### src/pkg/awc_pkg.sv
// Constants for the add-with-carry decode and execute block.
// Assumes an 8-bit core with eight work registers and byte-wide memory.
package awc_pkg;
    localparam int DATA_W = 8;
    localparam int ADDR_W = 8;
    localparam int REG_SEL_W = 3;
    localparam int NUM_WORK_REGS = 8;
    // Opcode patterns
    localparam logic [4:0] OPC_REG_TOP = 5'h07;   // 0011 1rrr
    localparam logic [7:0] OPC_DIRECT = 8'h35;    // 0011 0101
    localparam logic [6:0] OPC_IND_TOP = 7'h1B;   // 0011 011i
    localparam logic [7:0] OPC_IMM = 8'h34;       // 0011 0100
    // Accumulator and flag reset values
    localparam logic [7:0] ACC_RESET = 8'h00;
    localparam logic FLAG_RESET = 1'b0;
    // Bit positions of interest
    localparam int HALF_BIT = 3;
    localparam int SIGN_BIT = 7;
    typedef enum logic [2:0] {
        AWC_FORM_NONE,
        AWC_FORM_REG,
        AWC_FORM_DIRECT,
        AWC_FORM_IND,
        AWC_FORM_IMM
    } awc_form_type;
    typedef enum {
        AWC_ST_OPCODE,
        AWC_ST_OPERAND
    } awc_state_type;
endpackage

### src/rtl/awc_adder.sv
// Eight-bit adder with carry in, giving carry out of bits 3 and 7 and signed overflow (bit 6 xor bit 7 carry).
// Purely combinational; used by the add-with-carry execute logic.
`timescale 1ns/1ps
module awc_adder
    import awc_pkg::*;
(
    input wire logic [7:0] acc,
    input wire logic [7:0] src,
    input wire logic cin,
    output logic [7:0] sum,
    output logic carry7,
    output logic carry3,
    output logic ovf
);
    logic [4:0] low_sum;
    logic [7:0] low7_sum;
    logic [8:0] full_sum;

    // Partial sums expose the internal carries without a ripple chain model
    always_comb begin
        low_sum = {1'b0, acc[3:0]} + {1'b0, src[3:0]} + {4'h0, cin};
        low7_sum = {1'b0, acc[6:0]} + {1'b0, src[6:0]} + {7'h00, cin};
        full_sum = {1'b0, acc} + {1'b0, src} + {8'h00, cin};
        sum = full_sum[7:0];
        carry7 = full_sum[8];
        carry3 = low_sum[4];
        ovf = low7_sum[7] ^ full_sum[8];
    end
endmodule

### src/rtl/awc_decode.sv
// Add-with-carry decode and execute for an 8-bit core.
// Assumes the fetch unit presents one instruction byte per valid strobe
// and data memory answers a read address within the same cycle.
// Function
// - 0011_1rrr adds accumulator, carry and work register n, one byte.
// - 0011_0101 takes second byte as direct memory source address.
// - Direct form reads memory, adds with carry, two machine cycles.
// - 0011_011i adds memory byte pointed to by pointer register i.
// - 0011_0100 adds second byte as literal plus carry.
// - Carry from bit 7 carry-out, half carry from bit 3 carry-out.
// - Signed overflow is carry-out of bit 6 xor carry-out of bit 7.
`timescale 1ns/1ps
module awc_decode
    import awc_pkg::*;
(
    input wire logic core_clk,
    input wire logic rst,
    input wire logic ibyte_valid,
    input wire logic [7:0] ibyte,
    input wire logic [63:0] work_register_n,
    input wire logic [7:0] mem_rdata,
    output logic [7:0] mem_raddr,
    output logic [7:0] acc,
    output logic carry_flag,
    output logic half_carry_flag,
    output logic signed_overflow_flag,
    output logic add_with_carry_op,
    output logic need_operand,
    output logic done
);
    logic [7:0] acc_ff, nxt_acc;
    logic cy_ff, ac_ff, ov_ff;
    logic [7:0] raddr_ff, nxt_raddr;
    logic op_ff, need_ff, done_ff, nxt_done;
    awc_state_type state_ff, nxt_state;
    awc_form_type pend_ff, nxt_pend;
    awc_form_type form;
    logic [7:0] src;
    logic [7:0] sum;
    logic c7, c3, ovf;
    logic exec;
    logic [7:0] read_addr;

    // Opcode class decoding, shared by the state logic and the op flag
    function automatic awc_form_type classify(input logic [7:0] op);
        if (op[7:3] == OPC_REG_TOP)
            return AWC_FORM_REG;
        else if (op == OPC_DIRECT)
            return AWC_FORM_DIRECT;
        else if (op[7:1] == OPC_IND_TOP)
            return AWC_FORM_IND;
        else if (op == OPC_IMM)
            return AWC_FORM_IMM;
        else
            return AWC_FORM_NONE;
    endfunction

    function automatic logic [7:0] work_reg(input logic [63:0] bank,
                                            input logic [2:0] sel);
        return bank[sel*8 +: 8];
    endfunction

    assign form = classify(ibyte);

    // Pick the source byte and decide when the sum is committed
    always_comb begin
        src = 8'h00;
        exec = 1'b0;
        nxt_state = state_ff;
        nxt_pend = pend_ff;
        nxt_raddr = raddr_ff;
        if (ibyte_valid && state_ff == AWC_ST_OPCODE) begin
            case (form)
                AWC_FORM_REG: begin
                    src = work_reg(work_register_n, ibyte[2:0]);
                    exec = 1'b1;
                end
                AWC_FORM_IND: begin
                    // Pointer register i is work register 0 or 1
                    src = mem_rdata;
                    nxt_raddr = work_reg(work_register_n, {2'b00, ibyte[0]});
                    exec = 1'b1;
                end
                AWC_FORM_DIRECT, AWC_FORM_IMM: begin
                    nxt_state = AWC_ST_OPERAND;
                    nxt_pend = form;
                end
                default: begin
                end
            endcase
        end else if (ibyte_valid && state_ff == AWC_ST_OPERAND) begin
            nxt_state = AWC_ST_OPCODE;
            nxt_pend = AWC_FORM_NONE;
            exec = 1'b1;
            if (pend_ff == AWC_FORM_DIRECT) begin
                src = mem_rdata;
                nxt_raddr = ibyte;
            end else begin
                src = ibyte;
            end
        end
    end

    // Indirect and direct reads need the address this cycle, so the read
    // port is combinational; a registered port would cost an extra cycle
    // and break the one-cycle indirect and two-cycle direct timing.
    always_comb begin
        read_addr = raddr_ff;
        if (ibyte_valid && state_ff == AWC_ST_OPCODE && form == AWC_FORM_IND)
            read_addr = work_reg(work_register_n, {2'b00, ibyte[0]});
        else if (ibyte_valid && state_ff == AWC_ST_OPERAND)
            read_addr = ibyte;
    end

    awc_adder u_adder (
        .acc(acc_ff),
        .src(src),
        .cin(cy_ff),
        .sum(sum),
        .carry7(c7),
        .carry3(c3),
        .ovf(ovf)
    );

    always_comb begin
        nxt_acc = exec ? sum : acc_ff;
        nxt_done = exec;
    end

    // Accumulator takes the sum only on an executing byte, else holds
    always_ff @(posedge core_clk or posedge rst) begin
        if (rst) begin
            acc_ff <= ACC_RESET;
        end else begin
            acc_ff <= nxt_acc;
        end
    end

    // Carry follows the carry out of bit 7 on every executed form
    always_ff @(posedge core_clk or posedge rst) begin
        if (rst) begin
            cy_ff <= FLAG_RESET;
        end else if (exec) begin
            cy_ff <= c7;
        end
    end

    // Half carry follows the carry out of bit 3
    always_ff @(posedge core_clk or posedge rst) begin
        if (rst) begin
            ac_ff <= FLAG_RESET;
        end else if (exec) begin
            ac_ff <= c3;
        end
    end

    // Overflow flag; flags hold between executes so code can test them
    always_ff @(posedge core_clk or posedge rst) begin
        if (rst) begin
            ov_ff <= FLAG_RESET;
        end else if (exec) begin
            ov_ff <= ovf;
        end
    end

    // Opcode or operand phase: two-byte forms wait for their second byte
    always_ff @(posedge core_clk or posedge rst) begin
        if (rst) begin
            state_ff <= AWC_ST_OPCODE;
        end else begin
            state_ff <= nxt_state;
        end
    end

    // Form of the pending two-byte instruction, cleared once it executes
    always_ff @(posedge core_clk or posedge rst) begin
        if (rst) begin
            pend_ff <= AWC_FORM_NONE;
        end else begin
            pend_ff <= nxt_pend;
        end
    end

    // Last read address, kept so the idle read port shows a known value
    always_ff @(posedge core_clk or posedge rst) begin
        if (rst) begin
            raddr_ff <= 8'h00;
        end else begin
            raddr_ff <= nxt_raddr;
        end
    end

    // Family pulse, one cycle after an opcode of the family is taken
    always_ff @(posedge core_clk or posedge rst) begin
        if (rst) begin
            op_ff <= 1'h0;
        end else begin
            op_ff <= ibyte_valid && state_ff == AWC_ST_OPCODE
                     && form != AWC_FORM_NONE;
        end
    end

    // Operand wait level, mirrors the phase that follows this edge
    always_ff @(posedge core_clk or posedge rst) begin
        if (rst) begin
            need_ff <= 1'h0;
        end else begin
            need_ff <= nxt_state == AWC_ST_OPERAND;
        end
    end

    // Completion pulse, one cycle after the executing byte
    always_ff @(posedge core_clk or posedge rst) begin
        if (rst) begin
            done_ff <= 1'h0;
        end else begin
            done_ff <= nxt_done;
        end
    end

    assign mem_raddr = read_addr;
    assign acc = acc_ff;
    assign carry_flag = cy_ff;
    assign half_carry_flag = ac_ff;
    assign signed_overflow_flag = ov_ff;
    assign add_with_carry_op = op_ff;
    assign need_operand = need_ff;
    assign done = done_ff;
endmodule

### config.mk
export PLATFORM = sky130hd
export DESIGN_NAME = awc_decode
export DESIGN_NICKNAME = d
export VERILOG_FILES = /design/src/pkg/awc_pkg.sv /design/src/rtl/awc_adder.sv /design/src/rtl/awc_decode.sv
export SDC_FILE = /design/constraint.sdc
export NUM_CORES = 1
export LEC_CHECK = 0
export BUFFER_PORTS_ARGS = -buffer_cell sky130_fd_sc_hd__buf_2
export CAP_MARGIN = 20
export CORE_ASPECT_RATIO = 0.8
export CORE_MARGIN = 4
export CORE_UTILIZATION = 47
export DETAILED_ROUTE_END_ITERATION = 6
export PLACE_DENSITY = 0.86
export SYNTH_ARGS = -nofsm -noshare
export SYNTH_HDL_FRONTEND = slang
export SYNTH_HIERARCHICAL = 1
export SYNTH_SLANG_ARGS = --single-unit
export TNS_END_PERCENT = 30
### constraint.sdc
create_clock -name core_clk -period 3.28 [get_ports core_clk]
set_input_delay 0.656 -clock core_clk [delete_from_list [all_inputs] [get_ports core_clk]]
set_output_delay 0.656 -clock core_clk [all_outputs]
set_load 0.005 [all_outputs]
* Word level (Yosys, flattened, before mapping)
Index checks and enable logic that the tools add are counted.
** Word-level totals
- Latch bits :: 0
- RAM bits :: 0
- Memories kept :: 0
- Register bits after elaboration :: 57
- Word-level logic and storage cells :: 67
- Bits in read-only memories :: 0
** Operators by class
- Multipliers :: 0
- Reductions and logical operators :: 12
- Div/mod/pow operators :: 0
- Shift operators :: 2
- Equality and inequality tests :: 13
- Add/subtract/negate cells :: 6
- Bitwise logic cells :: 1
- Magnitude comparators :: 0
- Muxes and demuxes :: 23
** Operators with widths (count)
- 32-bit 2-to-1 mux :: 3
- 8-bit 2-to-1 mux :: 9
- 32-bit by 2-bit == test with 1-bit output (second input constant) :: 2
- 64-bit by 5-bit indexed part select with 8-bit output :: 1
- 64-bit by 7-bit indexed part select with 8-bit output :: 1
- 32-bit logical NOT :: 1
- 3-bit 2-to-1 mux :: 7
- 8-bit by 6-bit == test with 1-bit output (second input constant) :: 2
- 8-bit case mux with 2 select lines :: 1
- 8-bit by 8-bit adder with 9-bit output :: 1
- 9-bit by 1-bit adder with 9-bit output :: 1
- 3-bit by 2-bit == test with 1-bit output (second input constant) :: 3
- 7-bit by 7-bit adder with 8-bit output :: 1
- 8-bit by 1-bit adder with 8-bit output :: 1
- 7-bit by 5-bit == test with 1-bit output (second input constant) :: 1
- 4-bit by 4-bit adder with 5-bit output :: 1
- 5-bit by 1-bit adder with 5-bit output :: 1
- 5-bit by 3-bit == test with 1-bit output (second input constant) :: 1
- 1-bit logical AND :: 4
- 2-bit by 1-bit inequality test with 1-bit output (second input constant) :: 2
- 2-bit nonzero test :: 2
- 2-bit OR reduction :: 2
- 3-bit by 1-bit == test with 1-bit output (second input constant) :: 1
- 3-bit == test (second input constant) :: 1
- other kinds (5) :: 7

* Longest topological paths before layout
- Depth after elaboration :: 11
- Gate-level depth with buffers :: 14

* Modules after synthesis
The synthesis kept the hierarchy.
** Modules (own cells, without submodules)
- awc_decode :: cells an instance 277, instances 1, area each 3149.3 um^2
- awc_adder :: cells an instance 48, instances 1, area each 361.6 um^2

* Least setup slack after synthesis
No wires, ideal clock.
- Path type :: input to register
- Start point :: in ibyte[0]
- End point :: reg ov_ff (netlist: signed_overflow_flag)
- Library setup time :: 0.125 ns
- Cell stages on the path :: 13
- Slack :: -0.441 ns
- Data required time :: 3.155 ns
- Arrival :: 3.596 ns
- Cell sequence :: buf_2 > mux4_2 > and3_1 > a221oi_1 > o22ai_1 > fa_1 > inv_1 > fa_1 > nand2b_1 > a21oi_1 > a221o_1 > xor2_1 > mux2_4
** On the way
- Longest elaborated chain between the ends :: 11
- Elaborated cells between the ends (all ways) :: 21
- Classes of those cells :: 4 x add/sub; 4 x eq/ne; 1 x shift; 10 x mux; 1 x bitwise; 1 x reduce/logical
** RTL lines
- from (decl) :: line awc_decode.sv:19 : input wire logic [7:0] ibyte,
- 8-bit by 6-bit == test with 1-bit output :: line awc_decode.sv:52 : else if (op == OPC_IMM)
- 3-bit 2-to-1 mux :: line awc_decode.sv:52
- 3-bit 2-to-1 mux :: line awc_decode.sv:50 : else if (op[7:1] == OPC_IND_TOP)
- 3-bit 2-to-1 mux :: line awc_decode.sv:48 : else if (op == OPC_DIRECT)
- 3-bit 2-to-1 mux :: line awc_decode.sv:46 : if (op[7:3] == OPC_REG_TOP)
- 3-bit by 2-bit == test with 1-bit output or 3-bit by 1-bit == test with 1-bit output (tied branches) :: line awc_decode.sv:73 : case (form)
- 8-bit case mux with 2 select lines :: line awc_decode.sv:73
- 8-bit 2-to-1 mux (*) :: line awc_decode.sv:72 : if (ibyte_valid && state_ff == AWC_ST_OPCODE) begin
- named net src[0] :: line awc_decode.sv:38 : logic [7:0] src;
- 8-bit by 8-bit adder with 9-bit output (*) :: line awc_adder.sv:23 : full_sum = {1'b0, acc} + {1'b0, src} + {8'h00, cin};
- 9-bit by 1-bit adder with 9-bit output (*) :: line awc_adder.sv:23
- named net c7 :: line awc_decode.sv:40 : logic c7, c3, ovf;
- 1-bit XOR (*) :: line awc_adder.sv:27 : ovf = low7_sum[7] ^ full_sum[8];
- named net ovf :: line awc_decode.sv:40
- to (signal assigned) :: line awc_decode.sv:162 : ov_ff <= ovf;
- to (decl) :: line awc_decode.sv:32 : logic cy_ff, ac_ff, ov_ff;
The timed path passes the listed nets; every way through them passes the cells marked *.
A chain may end at the register's enable or synchronous reset.

* Worst setup path in the final report
- Start point :: in ibyte[7]
- End point :: reg acc_ff[4] (netlist: acc[4])
** On the way
- Longest elaborated chain between the ends :: 10
- Elaborated cells between the ends (all ways) :: 17
- Classes of those cells :: 2 x add/sub; 6 x eq/ne; 8 x mux; 1 x reduce/logical
** RTL lines
- 8-bit by 6-bit == test with 1-bit output :: line awc_decode.sv:52
- 3-bit 2-to-1 mux :: line awc_decode.sv:52
- 3-bit 2-to-1 mux :: line awc_decode.sv:50
- 3-bit 2-to-1 mux :: line awc_decode.sv:48
- 3-bit 2-to-1 mux (*) :: line awc_decode.sv:46
- 3-bit by 2-bit == test with 1-bit output or 3-bit by 1-bit == test with 1-bit output (tied branches) :: line awc_decode.sv:73
- 8-bit case mux with 2 select lines (*) :: line awc_decode.sv:73
- 8-bit 2-to-1 mux (*) :: line awc_decode.sv:72
- named net src[0] :: line awc_decode.sv:38
- 8-bit by 8-bit adder with 9-bit output (*) :: line awc_adder.sv:23
- 9-bit by 1-bit adder with 9-bit output (*) :: line awc_adder.sv:23
- named net sum[4] :: line awc_decode.sv:39 : logic [7:0] sum;
- to (signal assigned) :: line awc_decode.sv:135 : acc_ff <= nxt_acc;
- to (decl) :: line awc_decode.sv:31 : logic [7:0] acc_ff, nxt_acc;
Marks and branches as above.

==> impl_metrics.csv <==
group,metric,value,unit
sta,hold_violations,0,
synth,ys_types,48,
power_and_ir_drop,total_power,0.001883,W
synth,yosysSeqAreaShare,0.4063,
sta,fin_ws,-40.60,ps
synth,ys_ff_latch,57,
routing,dr.pass1.iters,5,
synth,netlist_top_cells_area,"dfrtp_1 41%, mux4_2 9.6%, mux2i_1 5.1%",
global_route,grt_max_degree,36,
clock_network,clock_path_buffers,2,
floorplan,num_rows,27,
synth,avgSynthCellArea,10.80,sq um
power_and_ir_drop,vdd_drop_max,0.2614,mV
power_and_ir_drop,clock_power_share,0.354,
floorplan,die_x,104.6,microns
clock_network,tritoncts,"done",
power_and_ir_drop,seq_power_share,0.412,
layout,instances_no_fill,539,
layout,fill_cells,514,
floorplan,chipHeight,85.31,microns
synth,syn_area,3511,sq um
layout,final_util,0.6702,
setup_path,slowest_stage,"and4bb_4",
placement,dpl_cell_area,4412,sq um
floorplan,io_pins,105,
setup_path,reg2reg_from,"state_ff[9]",
clock_network,numClockSinks,57,
routing,avgViaCountPerCell,5.870,
synth,yosys-mux-area-fraction,0.2213,
placement,globalplace.congestion,0.9701,
synth,yosysMostFrequentCell,"dfrtp_1",
synth,synth_xor_area_frac,0.01247,
sta,max_slew_margin,0.6109,
setup_path,reg2regPathDepth,14,
routing,drt_iter0_drc,229,
floorplan,die_area,8925,sq um
sta,tightest_slew,582.8,ps
sta,setup_viol,3,
clock_network,htree_levels,3,
routing,wl_per_cell,19.59,microns
power_and_ir_drop,intPower,0.001339,W
synth,ys_dominant_reg_cell,"dfrtp_1",
global_route,grt_pass1_wl,16.64,mm
sta,fmax,301.2,MHz
status,outcome,"finished with violations",
clock_network,clockRootBuffer,"clkbuf_8",
routing,vias,3164,
routing,wirelength,10.56,mm
synth,yosysWarnings,6,
clock_network,clk_latency,350,ps
layout,fin_nets,538,
power_and_ir_drop,switchingPower,0.0005442,W
synth,synth_compound_area_frac,0.1397,
setup_path,required,3520,ps
power_and_ir_drop,power.leakage,2.424,nW
status,violations,"setup timing",
synth,yosys.area_share.adder,0.03635,
synth,synthTopCellsByCount,"57 x dfrtp_1, 44 x clkbuf_1, 18 x mux2i_1",
placement,placed_cells,517,
setup_path,r2r_slack,10,ps
synth,synth_simple_gate_area_frac,0.1098,
sta,period_minus_slack,3321,ps
setup_path,cpMostUsedCell,"fa_2",
layout,area_growth,34.78,%
global_route,grt_usage,0.2395,
synth,synth_top_area_frac,0.4063,
routing,antenna_left,0,
clock_network,cts_buffers,9,
global_route,antenna_found_initial,3,
setup_path,critical_path_class,"primary input to register",
placement,io_buffers,104,
setup_path,cp_data_arrival_time,3560,ps
floorplan,initial_core_util,0.4973,
placement,dp_hpwl,8.022,mm
setup_path,path_max_fanout,4,
setup_path,r2r_end,"acc[4]",
sta,skew,10.48,ps
floorplan,core,7061,sq um
routing,drc,0,
hold_path,min_path_type,"primary input to async pin",
global_route,grt_pass1_vias,3170,
setup_path,path_cells,"buf_2 > and4bb_4 > and2_1 > nor2b_1 > a221oi_2 > o22ai_4 > fa_2 > inv_2 > fa_2 > nand2b_4 > a211oi_4 > buf_4 > nor2_2 > mux2_4",
synth,synth-edff-count,0,
setup_path,setup.worst_path.end,"acc[4]",
synth,syn_inst,325,
power_and_ir_drop,power.density,398.0,nW/um^2
synth,synthArstFlopShare,1.000,
global_route,grt_overflow,0,
synth,syn_nets,417,
flow_run,drv_cap,0,
sta,timing.final.crit_share,1.012,
sta,rsz0062_at_grt,"yes",
power_and_ir_drop,p_comb_frac,0.234,
setup_path,crit_start,"ibyte[7]",
synth,synth_top_family_by_area,"multiplexers",
setup_path,start_kind,"primary input",
sta,worst_hold_slack,353.6,ps
synth,yosysTopAreaCell,"dfrtp_1",
layout,fin_area,4732,sq um
clock_network,clk_pin_slew,70,ps
power_and_ir_drop,switching_share,0.2889,
layout,drive_above_1_share,0.5366,
sta,drv_slew,0,
setup_path,cp-end-kind,"register",
setup_path,slowest_delay,340,ps
-- power groups by stage --
stage	logic, W	clock network [W]	registers (W)
floorplan	0.000227	0	0.000780
global placement	0.000408	0	0.000784
detailed placement	0.000421	0	0.000788
CTS	0.000429	0.000683	0.000775
global route	0.000478	0.000719	0.000780
finish	0.000440	0.000668	0.000776
-- metal layers --
layer | vias up | share of wire | global-route usage
li1 | 1441 | - | -
met1 | 1520 | 0.43 | 0.3132
met2 | 167 | 0.45 | 0.3740
met3 | 32 | 0.10 | 0.08517
met4 | 4 | 0.022 | 0.07986
met5 | - | 0.0020 | 0
-- worst max-delay path, delay by kind of cell --
kind,cells,cell delay [ps]
adders and majority gates,2,610
AOI/OAI and AO/OA,3,680
muxes,1,240
buffers and inverters,3,330
and+or+nand+nor,5,1030
-- through the flow --
step	TNS (ps)	worst slack (ps)
2_1_floorplan	-99.68	-65.78
3_3_place_gp	-1994	-492.9
3_5_place_dp	-2112	-439.1
4_1_cts	-16.87	-16.87
5_1_grt	-970.8	-175.1
6_report	-109.9	-40.60
-- how the worst min path moves through the flow --
stage | end | slack [ps] | depth (start not counted)
after CTS | acc[7] | 380 | 2
after detailed placement | state_ff[10] | 370 | 0
after floorplan | state_ff[11] | 430 | 1
after global placement | state_ff[18] | 360 | 0
after global routing | state_ff[27] | 390 | 0
final | acc[6] | 350 | 2
-- final cells by class --
| cell class | count | area [sq um] | share of cell area |
|---|---|---|---|
| clock buffers | 10 | 127.6 | 0.02697 |
| flip-flops and latches | 57 | 1426 | 0.3014 |
| diodes | 1 | 2.502 | 0.0005288 |
| well taps | 87 | 108.9 | 0.02300 |
| inverters | 12 | 45.04 | 0.009519 |
| clock inverters | 6 | 67.56 | 0.01428 |
| repair buffers | 162 | 1010 | 0.2134 |
| multi-input cells | 204 | 1944 | 0.4109 |
-- timing repair --
| item | CTS | global route |
|---|---|---|
| gates resized for setup | 6 | 13 |
| hold buffers | 0 | 0 |
| pin swaps | 2 | 10 |
| setup endpoints to repair | 5 | 11 |
| buffers inserted | 2 | 3 |
-- layout by cell type, fill, tap and decap left out, drive strengths merged, types with 2 or more instances in the layout --
| cell type | instances |
|---|---|
| and2 | 3 |
| nor3 | 6 |
| nand3b | 6 |
| nand2 | 10 |
| and3 | 8 |
| nand4 | 2 |
| a21o | 3 |
| a32o | 2 |
| a21oi | 10 |
| o21bai | 2 |
| nor2b | 2 |
| clkbuf | 10 |
| a31oi | 7 |
| mux2 | 20 |
| mux4 | 15 |
| a221oi | 8 |
| clkinvlp | 2 |
| mux2i | 18 |
| nor2 | 14 |
| dfrtp | 57 |
| ha | 7 |
| and4bb | 2 |
| o22ai | 9 |
| a211oi | 2 |
| o221a | 6 |
| nor4 | 7 |
| o21ai | 12 |
| clkinv | 2 |
| nand3 | 4 |
| fa | 2 |
| inv | 13 |
| xnor2 | 4 |
| buf | 162 |
| nand2b | 2 |
-- sequential cells by signal (all words and copies together) (netlist names) --
| signal | flops |
|---|---|
| state_ff | 32 |
| acc | 8 |
| raddr_ff | 8 |
| pend_ff | 3 |
| add_with_carry_op | 1 |
| carry_flag | 1 |
| done | 1 |
| half_carry_flag | 1 |
| need_operand | 1 |
| signed_overflow_flag | 1 |
-- kinds of logic after synthesis --
kind of cell | after synthesis
muxes | 53
DFF | 57
and+or+nand+nor | 68
adders and majority gates | 9
buffers and inverters | 64
xor gates and xnor gates | 5
AOI/OAI and AO/OA | 69
(Power assumes the default switching activity.)
